$ cat src/rth_pkg.sv
// package of constants, register map and types for the room thermostat
`default_nettype none
package rth_pkg;
  // temperatures are signed, 0.1 degree units, 16 bits
  localparam int TEMP_W = 16;
  localparam int AW = 8;
  // register byte offsets
  localparam logic [AW-1:0] REG_CTRL = 8'h00;
  localparam logic [AW-1:0] REG_OFFSET = 8'h04;
  localparam logic [AW-1:0] REG_BUS_TEMP = 8'h08;
  localparam logic [AW-1:0] REG_WEIGHT = 8'h0C;
  localparam logic [AW-1:0] REG_HYST = 8'h10;
  localparam logic [AW-1:0] REG_TX_CFG = 8'h14;
  localparam logic [AW-1:0] REG_SENSOR = 8'h18;
  localparam logic [AW-1:0] REG_MEASURED = 8'h1C;
  localparam logic [AW-1:0] REG_STATUS = 8'h20;
  localparam logic [AW-1:0] REG_TX_DATA = 8'h24;
  localparam logic [AW-1:0] REG_SETPT_BASE = 8'h40;
  localparam logic [AW-1:0] REG_SETPT_LAST = 8'h5C;
  // control field positions
  localparam int CTRL_SENSOR_EN = 0;
  localparam int CTRL_SRC_LSB = 1;
  localparam int CTRL_ALG_LSB = 3;
  localparam int CTRL_HEAT_COOL = 6;
  localparam int CTRL_REVERSED = 7;
  localparam int CTRL_TERM_LSB = 8;
  localparam int CTRL_MODE_LSB = 10;
  localparam int CTRL_HC_EN = 12;
  localparam logic [31:0] CTRL_RESET = 32'h0000_0001;
  // offset: steps of 0.5 degree, signed, -10..+10 steps
  localparam int OFS_W = 5;
  localparam logic signed [OFS_W-1:0] OFS_MIN = 5'sh16;
  localparam logic signed [OFS_W-1:0] OFS_MAX = 5'sh0A;
  localparam logic [TEMP_W-1:0] HALF_DEG = 16'h0005;
  // weight: 0..WEIGHT_FULL share of the built-in sensor
  localparam logic [7:0] WEIGHT_FULL = 8'h10;
  localparam logic [7:0] WEIGHT_RESET = 8'h08;
  localparam logic [TEMP_W-1:0] HYST_RESET = 16'h0005;
  localparam logic [TEMP_W-1:0] SETPT_RESET = 16'h00C8;
  // seconds tick
  localparam int CLK_HZ = 20_000_000;
  localparam int TICK_CYC = CLK_HZ;
  localparam int TICK_W = 25;
  // axi responses
  localparam logic [1:0] RESP_OKAY = 2'h0;
  localparam logic [1:0] RESP_SLVERR = 2'h2;
  typedef enum logic [1:0] {
    RTH_SRC_SENSOR = 2'h0, RTH_SRC_BUS = 2'h1, RTH_SRC_MEAN = 2'h2
  } rth_src_e;
  typedef enum logic [2:0] {
    RTH_ALG_HYST = 3'h0, RTH_ALG_PI_ONOFF = 3'h1, RTH_ALG_PI_PWM = 3'h2,
    RTH_ALG_PI_CONT = 3'h3
  } rth_alg_e;
  typedef enum logic [1:0] {
    RTH_TERM_RADIATOR = 2'h0, RTH_TERM_ELECTRIC = 2'h1, RTH_TERM_FLOOR = 2'h2,
    RTH_TERM_CEILING = 2'h3
  } rth_term_e;
endpackage
`default_nettype wire

$ cat src/rth_setpt_mem.sv
// small memory of the eight setpoints, two registered read ports
`default_nettype none
module rth_setpt_mem (
  // clock and reset
  input wire logic i_sys_clk,
  input wire logic i_reset_n,
  // write port
  input wire logic i_we,
  input wire logic [2:0] i_waddr,
  input wire logic [rth_pkg::TEMP_W-1:0] i_wdata,
  // read ports
  input wire logic [2:0] i_raddr_a,
  output logic [rth_pkg::TEMP_W-1:0] o_rdata_a,
  input wire logic [2:0] i_raddr_b,
  output logic [rth_pkg::TEMP_W-1:0] o_rdata_b
);
  import rth_pkg::*;
  logic [TEMP_W-1:0] mem [8];

  // -----------------------------------------------------------------
  // storage; every entry starts at the default setpoint
  // -----------------------------------------------------------------
  always_ff @(posedge i_sys_clk or negedge i_reset_n) begin
    if (!i_reset_n) begin
      for (int i = 0; i < 8; i++) begin
        mem[i] <= SETPT_RESET;
      end
    end else if (i_we) begin
      mem[i_waddr] <= i_wdata;
    end
  end

  // registered reads: port a feeds the control loop, port b the bus
  always_ff @(posedge i_sys_clk or negedge i_reset_n) begin
    if (!i_reset_n) begin
      o_rdata_a <= SETPT_RESET;
      o_rdata_b <= SETPT_RESET;
    end else begin
      o_rdata_a <= mem[i_raddr_a];
      o_rdata_b <= mem[i_raddr_b];
    end
  end
endmodule
`default_nettype wire

$ cat src/rth_top.sv
// room thermostat: sensor correction, reporting and two-point control
//
// Added by the designer: the placing of the registers and register access over AXI4-Lite.
`default_nettype none
// Functional notes
// - add half-degree correction, -5 to +5 degrees, to raw sensor value
// - report sensor value periodically and on a configured change
// - sensor value readable only while the sensor is enabled
// - room temperature from built-in sensor or bus value
// - optional weighted mean of sensor and bus values
// - algorithm selectable: hysteresis or PI variants; the code does not build PI and holds the outputs off for it
// - command derived from setpoint versus measured, sent periodic or on change; the code sends it on change only
// - normal heating: on below setpoint minus hysteresis, off at setpoint
// - normal cooling: on above setpoint plus hysteresis, off below setpoint
// - separate hysteresis widths for heating and cooling
// - reversed band placement only allowed for floor or ceiling panels
// - reversed heating: on below setpoint, off at setpoint plus hysteresis
// - reversed cooling: on above setpoint, off at setpoint minus hysteresis
// - one setpoint per operating mode, heating and cooling each
module rth_top (
  // clock and reset
  input wire logic i_sys_clk,
  input wire logic i_reset_n,
  // sensor sample from logic on this clock
  input wire logic i_raw_valid,
  input wire logic [rth_pkg::TEMP_W-1:0] i_raw_temp,
  // axi4-lite write address and data
  input wire logic i_awvalid,
  output logic o_awready,
  input wire logic [rth_pkg::AW-1:0] i_awaddr,
  input wire logic i_wvalid,
  output logic o_wready,
  input wire logic [31:0] i_wdata,
  input wire logic [3:0] i_wstrb,
  // axi4-lite write response
  output logic o_bvalid,
  input wire logic i_bready,
  output logic [1:0] o_bresp,
  // axi4-lite read
  input wire logic i_arvalid,
  output logic o_arready,
  input wire logic [rth_pkg::AW-1:0] i_araddr,
  output logic o_rvalid,
  input wire logic i_rready,
  output logic [31:0] o_rdata,
  output logic [1:0] o_rresp,
  // bus objects toward actuators
  output logic o_cmd_send,
  output logic o_cmd_on,
  output logic o_sensor_send,
  output logic [rth_pkg::TEMP_W-1:0] o_sensor_value
);
  import rth_pkg::*;

  // -----------------------------------------------------------------
  // helpers
  // -----------------------------------------------------------------
  function automatic logic [TEMP_W-1:0] abs_diff(input logic [TEMP_W-1:0] a,
                                                input logic [TEMP_W-1:0] b);
    logic signed [TEMP_W-1:0] d;
    d = $signed(a) - $signed(b);
    return d[TEMP_W-1] ? TEMP_W'(-d) : TEMP_W'(d);
  endfunction

  // -----------------------------------------------------------------
  // register state
  // -----------------------------------------------------------------
  logic [31:0] ctrl;
  logic signed [OFS_W-1:0] offset_steps;
  logic [TEMP_W-1:0] bus_temp;
  logic [7:0] weight;
  logic [TEMP_W-1:0] hyst_heat;
  logic [TEMP_W-1:0] hyst_cool;
  logic [15:0] tx_period;
  logic [TEMP_W-1:0] tx_delta;
  logic [TEMP_W-1:0] sensor_temp;
  logic [TEMP_W-1:0] measured_temp;
  logic heat_on;
  logic cool_on;
  logic [AW-1:0] aw_addr;
  logic aw_full;
  logic [31:0] w_data;
  logic [3:0] w_strb;
  logic w_full;
  logic [TEMP_W-1:0] setpoint_temp;
  logic [TEMP_W-1:0] setpt_rd;

  wire logic do_write = aw_full && w_full && !o_bvalid;
  wire logic sensor_en = ctrl[CTRL_SENSOR_EN];
  wire rth_src_e src = rth_src_e'(ctrl[CTRL_SRC_LSB +: 2]);
  wire rth_alg_e alg = rth_alg_e'(ctrl[CTRL_ALG_LSB +: 3]);
  wire rth_term_e term = rth_term_e'(ctrl[CTRL_TERM_LSB +: 2]);
  wire logic cooling = ctrl[CTRL_HEAT_COOL];
  wire logic [1:0] op_mode = ctrl[CTRL_MODE_LSB +: 2];
  // panels only may use the reversed band
  wire logic reversed = ctrl[CTRL_REVERSED] &&
                        (term == RTH_TERM_FLOOR || term == RTH_TERM_CEILING);
  wire logic setpt_hit = aw_addr >= REG_SETPT_BASE && aw_addr <= REG_SETPT_LAST;
  wire logic [2:0] setpt_widx = 3'(aw_addr[4:2]);
  wire logic [31:0] strb_mask = {{8{w_strb[3]}}, {8{w_strb[2]}}, {8{w_strb[1]}}, {8{w_strb[0]}}};

  // -----------------------------------------------------------------
  // axi4-lite write channel: address and data latched in either order
  // -----------------------------------------------------------------
  always_ff @(posedge i_sys_clk or negedge i_reset_n) begin
    if (!i_reset_n) begin
      aw_full <= 1'b0;
      w_full <= 1'b0;
      aw_addr <= '0;
      w_data <= '0;
      w_strb <= '0;
      o_bvalid <= 1'b0;
      o_bresp <= RESP_OKAY;
    end else begin
      if (i_awvalid && o_awready) begin
        aw_full <= 1'b1;
        aw_addr <= i_awaddr;
      end
      if (i_wvalid && o_wready) begin
        w_full <= 1'b1;
        w_data <= i_wdata;
        w_strb <= i_wstrb;
      end
      if (do_write) begin
        aw_full <= 1'b0;
        w_full <= 1'b0;
        o_bvalid <= 1'b1;
        o_bresp <= (aw_addr <= REG_HYST || aw_addr == REG_TX_CFG || setpt_hit) ?
                   RESP_OKAY : RESP_SLVERR;
      end else if (o_bvalid && i_bready) begin
        o_bvalid <= 1'b0;
      end
    end
  end

  // ready registered: one beat per write, low while holding a beat
  always_ff @(posedge i_sys_clk or negedge i_reset_n) begin
    if (!i_reset_n) begin
      o_awready <= 1'b0;
      o_wready <= 1'b0;
    end else begin
      o_awready <= !aw_full && !(i_awvalid && o_awready) && !o_bvalid;
      o_wready <= !w_full && !(i_wvalid && o_wready) && !o_bvalid;
    end
  end

  // -----------------------------------------------------------------
  // configuration registers
  // -----------------------------------------------------------------
  always_ff @(posedge i_sys_clk or negedge i_reset_n) begin
    if (!i_reset_n) begin
      ctrl <= CTRL_RESET;
      offset_steps <= '0;
      bus_temp <= '0;
      weight <= WEIGHT_RESET;
      hyst_heat <= HYST_RESET;
      hyst_cool <= HYST_RESET;
      tx_period <= '0;
      tx_delta <= '0;
    end else if (do_write) begin
      unique case (aw_addr)
        REG_CTRL: ctrl <= (ctrl & ~strb_mask) | (w_data & strb_mask);
        REG_OFFSET: begin
          // out-of-range corrections are clamped to the +/-5 degree span
          if ($signed(w_data[OFS_W-1:0]) > OFS_MAX) offset_steps <= OFS_MAX;
          else if ($signed(w_data[OFS_W-1:0]) < OFS_MIN) offset_steps <= OFS_MIN;
          else offset_steps <= $signed(w_data[OFS_W-1:0]);
        end
        REG_BUS_TEMP: bus_temp <= w_data[TEMP_W-1:0];
        REG_WEIGHT: weight <= (w_data[7:0] > WEIGHT_FULL) ? WEIGHT_FULL : w_data[7:0];
        REG_HYST: begin
          hyst_heat <= w_data[15:0];
          hyst_cool <= w_data[31:16];
        end
        REG_TX_CFG: begin
          tx_period <= w_data[15:0];
          tx_delta <= w_data[31:16];
        end
        default: ;
      endcase
    end
  end

  // setpoints: index = cooling*4 + mode
  rth_setpt_mem u_setpt (
    .i_sys_clk(i_sys_clk),
    .i_reset_n(i_reset_n),
    .i_we(do_write && setpt_hit),
    .i_waddr(setpt_widx),
    .i_wdata(w_data[TEMP_W-1:0]),
    .i_raddr_a({cooling, op_mode}),
    .o_rdata_a(setpoint_temp),
    .i_raddr_b(3'(i_araddr[4:2])),
    .o_rdata_b(setpt_rd)
  );

  // -----------------------------------------------------------------
  // axi4-lite read channel; one cycle wait for the setpoint memory
  // -----------------------------------------------------------------
  logic rd_pend;
  logic [AW-1:0] rd_addr;
  always_ff @(posedge i_sys_clk or negedge i_reset_n) begin
    if (!i_reset_n) begin
      o_arready <= 1'b0;
      rd_pend <= 1'b0;
      rd_addr <= '0;
      o_rvalid <= 1'b0;
      o_rdata <= '0;
      o_rresp <= RESP_OKAY;
    end else begin
      o_arready <= !o_arready && !rd_pend && !o_rvalid && i_arvalid;
      if (i_arvalid && o_arready) begin
        rd_pend <= 1'b1;
        rd_addr <= i_araddr;
      end
      if (rd_pend) begin
        rd_pend <= 1'b0;
        o_rvalid <= 1'b1;
        o_rresp <= RESP_OKAY;
        unique case (rd_addr)
          REG_CTRL: o_rdata <= ctrl;
          REG_OFFSET: o_rdata <= 32'(offset_steps);
          REG_BUS_TEMP: o_rdata <= {16'h0000, bus_temp};
          REG_WEIGHT: o_rdata <= {24'h00_0000, weight};
          REG_HYST: o_rdata <= {hyst_cool, hyst_heat};
          REG_TX_CFG: o_rdata <= {tx_delta, tx_period};
          // disabled sensor offers no value
          REG_SENSOR: o_rdata <= sensor_en ? {16'h0000, sensor_temp} : '0;
          REG_MEASURED: o_rdata <= {16'h0000, measured_temp};
          REG_STATUS: o_rdata <= {29'h0, reversed, cool_on, heat_on};
          REG_TX_DATA: o_rdata <= {16'h0000, o_sensor_value};
          default: begin
            if (rd_addr >= REG_SETPT_BASE && rd_addr <= REG_SETPT_LAST) begin
              o_rdata <= {16'h0000, setpt_rd};
            end else begin
              o_rdata <= '0;
              o_rresp <= RESP_SLVERR;
            end
          end
        endcase
      end else if (o_rvalid && i_rready) begin
        o_rvalid <= 1'b0;
      end
    end
  end

  // -----------------------------------------------------------------
  // sensor correction and source selection
  // -----------------------------------------------------------------
  always_ff @(posedge i_sys_clk or negedge i_reset_n) begin
    if (!i_reset_n) begin
      sensor_temp <= '0;
    end else if (i_raw_valid) begin
      sensor_temp <= TEMP_W'($signed(i_raw_temp) +
                     $signed(offset_steps) * $signed({1'b0, HALF_DEG}));
    end
  end

  // weighted mean: weight/16 from the sensor, rest from the bus value
  logic signed [TEMP_W+8:0] mean_sum;
  always_comb begin
    mean_sum = $signed(sensor_temp) * $signed({1'b0, weight}) +
               $signed(bus_temp) * $signed({1'b0, WEIGHT_FULL - weight});
  end

  always_ff @(posedge i_sys_clk or negedge i_reset_n) begin
    if (!i_reset_n) begin
      measured_temp <= '0;
    end else begin
      unique case (src)
        RTH_SRC_SENSOR: measured_temp <= sensor_temp;
        RTH_SRC_BUS: measured_temp <= bus_temp;
        RTH_SRC_MEAN: measured_temp <= TEMP_W'(mean_sum >>> 4);
        default: measured_temp <= sensor_temp;
      endcase
    end
  end

  // -----------------------------------------------------------------
  // two-point control
  // -----------------------------------------------------------------
  wire logic signed [TEMP_W-1:0] m = $signed(measured_temp);
  wire logic signed [TEMP_W-1:0] sp = $signed(setpoint_temp);
  wire logic signed [TEMP_W-1:0] sp_lo_h = sp - $signed(hyst_heat);
  wire logic signed [TEMP_W-1:0] sp_hi_h = sp + $signed(hyst_heat);
  wire logic signed [TEMP_W-1:0] sp_lo_c = sp - $signed(hyst_cool);
  wire logic signed [TEMP_W-1:0] sp_hi_c = sp + $signed(hyst_cool);

  // PI variants are not built here; they leave the outputs off
  logic next_heat_on;
  logic next_cool_on;
  always_comb begin
    next_heat_on = heat_on;
    next_cool_on = cool_on;
    if (alg != RTH_ALG_HYST || !ctrl[CTRL_HC_EN]) begin
      next_heat_on = 1'b0;
      next_cool_on = 1'b0;
    end else if (!cooling) begin
      next_cool_on = 1'b0;
      if (!reversed) begin
        if (m < sp_lo_h) next_heat_on = 1'b1;
        else if (m >= sp) next_heat_on = 1'b0;
      end else begin
        if (m < sp) next_heat_on = 1'b1;
        else if (m >= sp_hi_h) next_heat_on = 1'b0;
      end
    end else begin
      next_heat_on = 1'b0;
      if (!reversed) begin
        if (m > sp_hi_c) next_cool_on = 1'b1;
        else if (m < sp) next_cool_on = 1'b0;
      end else begin
        if (m > sp) next_cool_on = 1'b1;
        else if (m <= sp_lo_c) next_cool_on = 1'b0;
      end
    end
  end

  // one-second tick drives periodic repeats
  logic [TICK_W-1:0] tick_cnt;
  logic tick;
  always_ff @(posedge i_sys_clk or negedge i_reset_n) begin
    if (!i_reset_n) begin
      tick_cnt <= '0;
      tick <= 1'b0;
    end else begin
      tick <= (tick_cnt == TICK_W'(TICK_CYC - 1));
      tick_cnt <= (tick_cnt == TICK_W'(TICK_CYC - 1)) ? '0 : tick_cnt + 1'b1;
    end
  end

  // command object: sent on every state change
  always_ff @(posedge i_sys_clk or negedge i_reset_n) begin
    if (!i_reset_n) begin
      heat_on <= 1'b0;
      cool_on <= 1'b0;
      o_cmd_on <= 1'b0;
      o_cmd_send <= 1'b0;
    end else begin
      heat_on <= next_heat_on;
      cool_on <= next_cool_on;
      o_cmd_on <= next_heat_on | next_cool_on;
      o_cmd_send <= (next_heat_on != heat_on) || (next_cool_on != cool_on);
    end
  end

  // -----------------------------------------------------------------
  // sensor reporting: period in seconds, 0 disables; delta 0 disables
  // -----------------------------------------------------------------
  logic [15:0] per_cnt;
  wire logic per_due = tick && tx_period != 16'h0000 && per_cnt + 1'b1 >= tx_period;
  wire logic delta_due = tx_delta != '0 && abs_diff(sensor_temp, o_sensor_value) >= tx_delta;
  always_ff @(posedge i_sys_clk or negedge i_reset_n) begin
    if (!i_reset_n) begin
      per_cnt <= '0;
      o_sensor_send <= 1'b0;
      o_sensor_value <= '0;
    end else begin
      o_sensor_send <= 1'b0;
      if (tick) per_cnt <= per_due ? '0 : per_cnt + 1'b1;
      if (sensor_en && !o_sensor_send && (per_due || delta_due)) begin
        o_sensor_send <= 1'b1;
        o_sensor_value <= sensor_temp;
      end
    end
  end
endmodule
`default_nettype wire

$ cat config.mk
export PLATFORM = sky130hd
export DESIGN_NAME = rth_top
export DESIGN_NICKNAME = d
export VERILOG_FILES = /design/src/rth_pkg.sv /design/src/rth_setpt_mem.sv /design/src/rth_top.sv
export SDC_FILE = /design/constraint.sdc
export NUM_CORES = 2
export LEC_CHECK = 0
export BUFFER_PORTS_ARGS = -buffer_cell sky130_fd_sc_hd__buf_2
export CELL_PAD_IN_SITES_DETAIL_PLACEMENT = 1
export CELL_PAD_IN_SITES_GLOBAL_PLACEMENT = 1
export CORE_MARGIN = 2
export CORE_UTILIZATION = 35
export DETAILED_ROUTE_END_ITERATION = 8
export GPL_TIMING_DRIVEN = 1
export PLACE_DENSITY = 0.64
export REMOVE_ABC_BUFFERS = 1
export SLEW_MARGIN = 25
export SYNTH_ARGS = -nofsm -noshare
export SYNTH_HDL_FRONTEND = slang
export SYNTH_SLANG_ARGS = --single-unit
$ cat constraint.sdc
create_clock -name i_sys_clk -period 6.63 [get_ports i_sys_clk]
set_input_delay 0.9945 -clock i_sys_clk [delete_from_list [all_inputs] [get_ports i_sys_clk]]
set_output_delay 0.9945 -clock i_sys_clk [all_outputs]
set_load 0.01 [all_outputs]
# --- Word level (Yosys, flattened, before mapping) ---
# Index checks and enable logic that the tools add are counted.
# Widths: inputs -> output; s select.
word_totals:
  out_inout_bits: 60
  ff_bits: 476
  word_cells: 211
  inputBits: 76
classes:
  n_eq_ne: 21
  magnitude_cmp: 21
  add_sub_neg: 11
  bitwise: 8
  reduce_logical: 56
  mux: 47
  mul: 3
op_table:
  columns: ["operator", "n"]
  rows:
  - ["$pmux 32 s10", 1]
  - ["$mux 16", 9]
  - ["$bwmux 128", 1]
  - ["$bmux 16 s3", 2]
  - ["$and 32x32->32", 2]
  - ["$ge 16x16->1", 4]
  - ["$demux 16 s3", 1]
  - ["$eq 8x5->1 const B", 6]
  - ["$sub 16x16->16", 3]
  - ["$mul 16x9->20", 2]
  - ["$add 16x16->16", 2]
  - ["$eq 8x4->1 const B", 4]
  - ["$gt 16x16->1", 2]
  - ["$lt 16x16->1", 2]
  - ["$not 32->32", 1]
  - ["$or 32x32->32", 1]
  - ["$pmux 16 s2", 1]
  - ["$reduce_bool 16->1", 2]
  - ["$add 25x1->25 const B", 1]
  - ["$eq 25x25->1 const B", 1]
  - ["$mux 1", 25]
  - ["$mux 25", 1]
  - ["$logic_and 1x1->1", 24]
  - ["$add 20x20->20", 1]
  - ["31 further kinds", 68]

# --- Depth between registers and ports, before layout ---
logic_depth:
  word_depth: 9
  ltp_mapped: 28
  ltp_nobuf: 25

# --- Cells and area by module ---
# A second synthesis with hierarchy kept.
unflattened:
  hier_cells: 3483
  area_unflattened_um2: 36381.1
by_module_without_submodules:
  columns: ["mod", "seq_area_each_um2", "cells_per_inst", "instances", "area_per_inst_um2"]
  rows:
  - ["rth_top", 7865.0, 3058, 1, 28542.4]
  - ["rth_setpt_mem", 4041.4, 425, 1, 7838.8]

# --- Worst setup path after synthesis ---
# No wires, ideal clock.
synth_timing:
  path_type: "register to register"
  start: "register weight[0]"
  end: "register measured_temp[14] (netlist: m[14])"
  path_slack_ps: -559
  setup_ps: 141
  period_less_slack_ps: 7189
  required_ps: 6489
  stages_incl_launch_ff: 27
  arrival_time_ps: 7048
  path_buffers: 3
  path_cell_list: "dfrtp_1 -> clkbuf_1 -> clkbuf_1 -> inv_1 -> ha_1 -> or3b_2 -> xnor2_1 -> clkbuf_1 -> nand2_1 -> fa_1 -> inv_1 -> fa_1 -> fa_1 -> fa_1 -> fa_1 -> inv_1 -> fa_1 -> inv_1 -> ha_1 -> a21o_1 -> a21oi_1 -> o311ai_1 -> a311oi_1 -> inv_1 -> a21oi_1 -> xor2_1 -> o221ai_1"
synth_between:
  elab_chain_cells: 4
  word_cells_on_any_way: 5
  cone_classes: "2 x add/sub; 2 x mul; 1 x mux"
synth_lines:
  columns: ["item", "line", "text"]
  rows:
  - ["start: declaration", "rth_top.sv:71", "logic [7:0] weight;"]
  - ["start signal: assignment", "rth_top.sv:170", "REG_WEIGHT: weight <= (w_data[7:0] > WEIGHT_FULL) ? WEIGHT_FULL : w_data[7:0];"]
  - ["$sub 5x8->8", "rth_top.sv:263", "$signed(bus_temp) * $signed({1'b0, WEIGHT_FULL - weight});"]
  - ["$mul 16x9->20", "rth_top.sv:263", null]
  - ["$add 20x20->20 (*)", "rth_top.sv:262", "mean_sum = $signed(sensor_temp) * $signed({1'b0, weight}) +"]
  - ["$pmux 16 s2 (*)", "rth_top.sv:270", "unique case (src)"]
  - ["end signal: assignment", "rth_top.sv:271", "RTH_SRC_SENSOR: measured_temp <= sensor_temp;"]
  - ["end signal: assignment", "rth_top.sv:272", "RTH_SRC_BUS: measured_temp <= bus_temp;"]
  - ["end signal: assignment", "rth_top.sv:273", "RTH_SRC_MEAN: measured_temp <= TEMP_W'(mean_sum >>> 4);"]
  - ["end: declaration", "rth_top.sv:77", "logic [TEMP_W-1:0] measured_temp;"]
# Mark *: on every way between the ends. The rest lies on a longest branch, timed or not.
# A chain may end at the register's enable or synchronous reset.

# --- Worst setup path in the final report ---
layout_timing:
  start: "register weight[1]"
  end: "register measured_temp[14] (netlist: m[14])"
# Same word-level chain as after synthesis.

==> out/results.ini <==
[global_routing]
grt-ovfl-total = 0
met3_usage = 0.0305
grt_pass1_wl_mm = 181
antenna_found_initial = 8
grtUsageMet1 = 0.309
grtUsageTotal = 0.224
grt_busiest_layer = met2
grtUsageMet2 = 0.367
grt_max_degree = 166
grt_pass1_vias = 28849

[clock_network]
numCtsBuffers = 57
cts_tree = built
clk_latency_ns = 0.68
cts-root-buf = clkbuf_16
cts_sinks = 474
clkTransAtPathRegs_ns = 0.06
htree_levels = 2
clock_path_buffers = 3

[synthesis]
netlist_area_um2 = 36000
async_reset_ff_frac = 1.00
synth-seq-cells = 474
synth_edf_count = 0
syn_avg_cell_area_um2 = 10.2
synth_warnings = 0
ys_types = 83
ys.flop_type = dfrtp_1
synthCells = 3516
seq_area_frac_synth = 0.330

[sta]
rsz0062_at_grt = true
hold_ws_ns = 0.368
clock.fmax_mhz = 155
setup_violations = 0
slew_viol_final = 0
hold_viol = 0
post-route-period-util = 0.973
fin_ws_ns = 0.179
fin_skew_ns = 0.0433
timing.slew.headroom = 0.297
fin_crit_ns = 6.45
worstMarginPinSlew_ns = 1.05

[worst_setup_path]
rr_endpoint = m[14]
crit_fanout = 4
critPathKind = reg -> reg
cp.required_ns = 7.17
reg2reg_slack_ns = 0.18
cp-start-kind = flip-flop
slowest_stage = fa_2
cp_top_family = adder cells
worstPathArrival_ns = 6.99
worst_setup_path_end_kind = flip-flop
slowest_delay_ns = 0.60
critPathBufInv = 8
reg2reg_depth = 26
crit-reg2reg-launch = weight[1]

[drt]
drt_iter0_drc = 1714
via_per_inst = 5.35
wire_per_inst_um = 23.2
dr_total_vias = 27130
dr.pass1.iters = 7
routed_wl_mm = 117
ant_nets = 0
drcViolationCount = 0

[floorplanning]
num_rows = 117
die_x_um = 325
fp.dieH_um = 325
initial_core_util = 0.354
core_um2 = 102000
top_level_ports = 136
dieArea_um2 = 106000

[flow_run]
cap_violations = 0

[power]
peakVddDrop_uv = 243
p_leak_uw = 0.0192
report.power.total_uw = 17400
power_density_nw_per_um2 = 423

[placement]
post-place-ws_ns = -0.265
io_buffers = 133
gp_congestion = 0.877
detailedPlacementHpwl_mm = 90.3

[final_layout]
final_common_cell = dfrtp_1
drive_above_1_share = 0.223
layout_common_cells = 436 x dfrtp_1, 427 x inv_1, 333 x nand2_1
layout.nets = 4227
nFillCells = 11435
area_growth_pct = 14.0

[run_status]
status = finished, final reports clean

[worst_hold_path]
hold_path.class = in -> async

[state kept, by name, indices dropped and copies added (netlist names), 25 cells and up, named ones only]
name         cells
o_rdata         32
tick_cnt        25
u_setpt.mem    128
w_data          32
[layer usage]
metal / vias up / wire (um)
li1: 12296 / -
met1: 14037 / 53000
met2: 631 / 55000
met3: 164 / 5650
met4: 2 / 3850
met5: - / 13
[kinds of logic (layout without fill, tap and decap cells)]
group / after synthesis / after routing / synth area share
other: 1 / 5 / 0.000104
muxes: 356 / 356 / 0.131
adders and majority gates: 495 / 495 / 0.214
and+or+nand+nor: 852 / 852 / 0.113
xor gates and xnor gates: 179 / 179 / 0.0443
DFF: 474 / 474 / 0.330
buffers and inverters: 612 / 798 / 0.0643
AOI/OAI and AO/OA: 547 / 547 / 0.103
[worst max path at each step]
| stage | slack (ns) | startpoint | depth (start not counted) | to |
|---|---|---|---|---|
| after CTS | 0.02 | weight[0] | 25 | m[14] |
| after detailed placement | -0.26 | weight[0] | 25 | m[14] |
| final | 0.18 | weight[1] | 26 | m[14] |
| after global routing | -0.08 | weight[1] | 27 | m[14] |
| after floorplan | -0.70 | weight[0] | 23 | m[14] |
| after global placement | -0.13 | weight[0] | 25 | m[14] |
[synth_stat cells, types with 33 or more instances]
| cell type | instances | area share |
|---|---|---|
| mux2_2 | 279 | 0.087 |
| nand3_1 | 61 | 0.0085 |
| ha_1 | 292 | 0.10 |
| a21oi_1 | 108 | 0.015 |
| a31oi_1 | 33 | 0.0057 |
| o21ai_0 | 138 | 0.019 |
| mux4_2 | 64 | 0.040 |
| nor3_1 | 40 | 0.0056 |
| dfstp_2 | 36 | 0.026 |
| inv_1 | 436 | 0.045 |
| nor2_1 | 143 | 0.015 |
| nand2_1 | 336 | 0.035 |
| and2_1 | 101 | 0.018 |
| xor2_1 | 47 | 0.011 |
| clkbuf_1 | 151 | 0.016 |
| dfrtp_1 | 438 | 0.30 |
| a221oi_1 | 50 | 0.012 |
| a21o_1 | 36 | 0.0075 |
| fa_1 | 203 | 0.11 |
| xnor2_1 | 128 | 0.031 |
[report_power, final]
group          switching, uW  total, uW  internal (uW)
Sequential              1480       5310           3830
Clock                   1370       3320           1950
Combinational           4820       8760           3950
[layout make-up]
| type | instances | area [um2] | area share |
|---|---|---|---|
| diodes | 3 | 7.51 | 0.000183 |
| repair buffers | 256 | 1660 | 0.0404 |
| well taps | 1368 | 1710 | 0.0417 |
| inverters | 436 | 1640 | 0.0398 |
| clock buffers | 82 | 1700 | 0.0414 |
| multi-input cells | 2431 | 22200 | 0.539 |
| clock inverters | 24 | 299 | 0.00728 |
| flip-flops and latches | 474 | 11900 | 0.290 |
[per-stage QoR]
step | TNS, ns | instance area (um2) | utilization | cells
6_report | 0 | 41100 | 0.403 | 5074
5_1_grt | -0.119 | 41100 | 0.403 | 5071
2_1_floorplan | -4.40 | 35400 | - | 3341
3_3_place_gp | -0.149 | 38700 | 0.380 | 4956
4_1_cts | 0 | 40800 | 0.400 | 5064
3_5_place_dp | -0.468 | 38700 | 0.380 | 4957
[repair_timing]
action	CTS	global route
pin swaps	1	54
setup buffers	1	7
setup endpoints to repair	4	9
hold buffers	0	0
gates resized for setup	7	54
(Power assumes the default switching activity.)
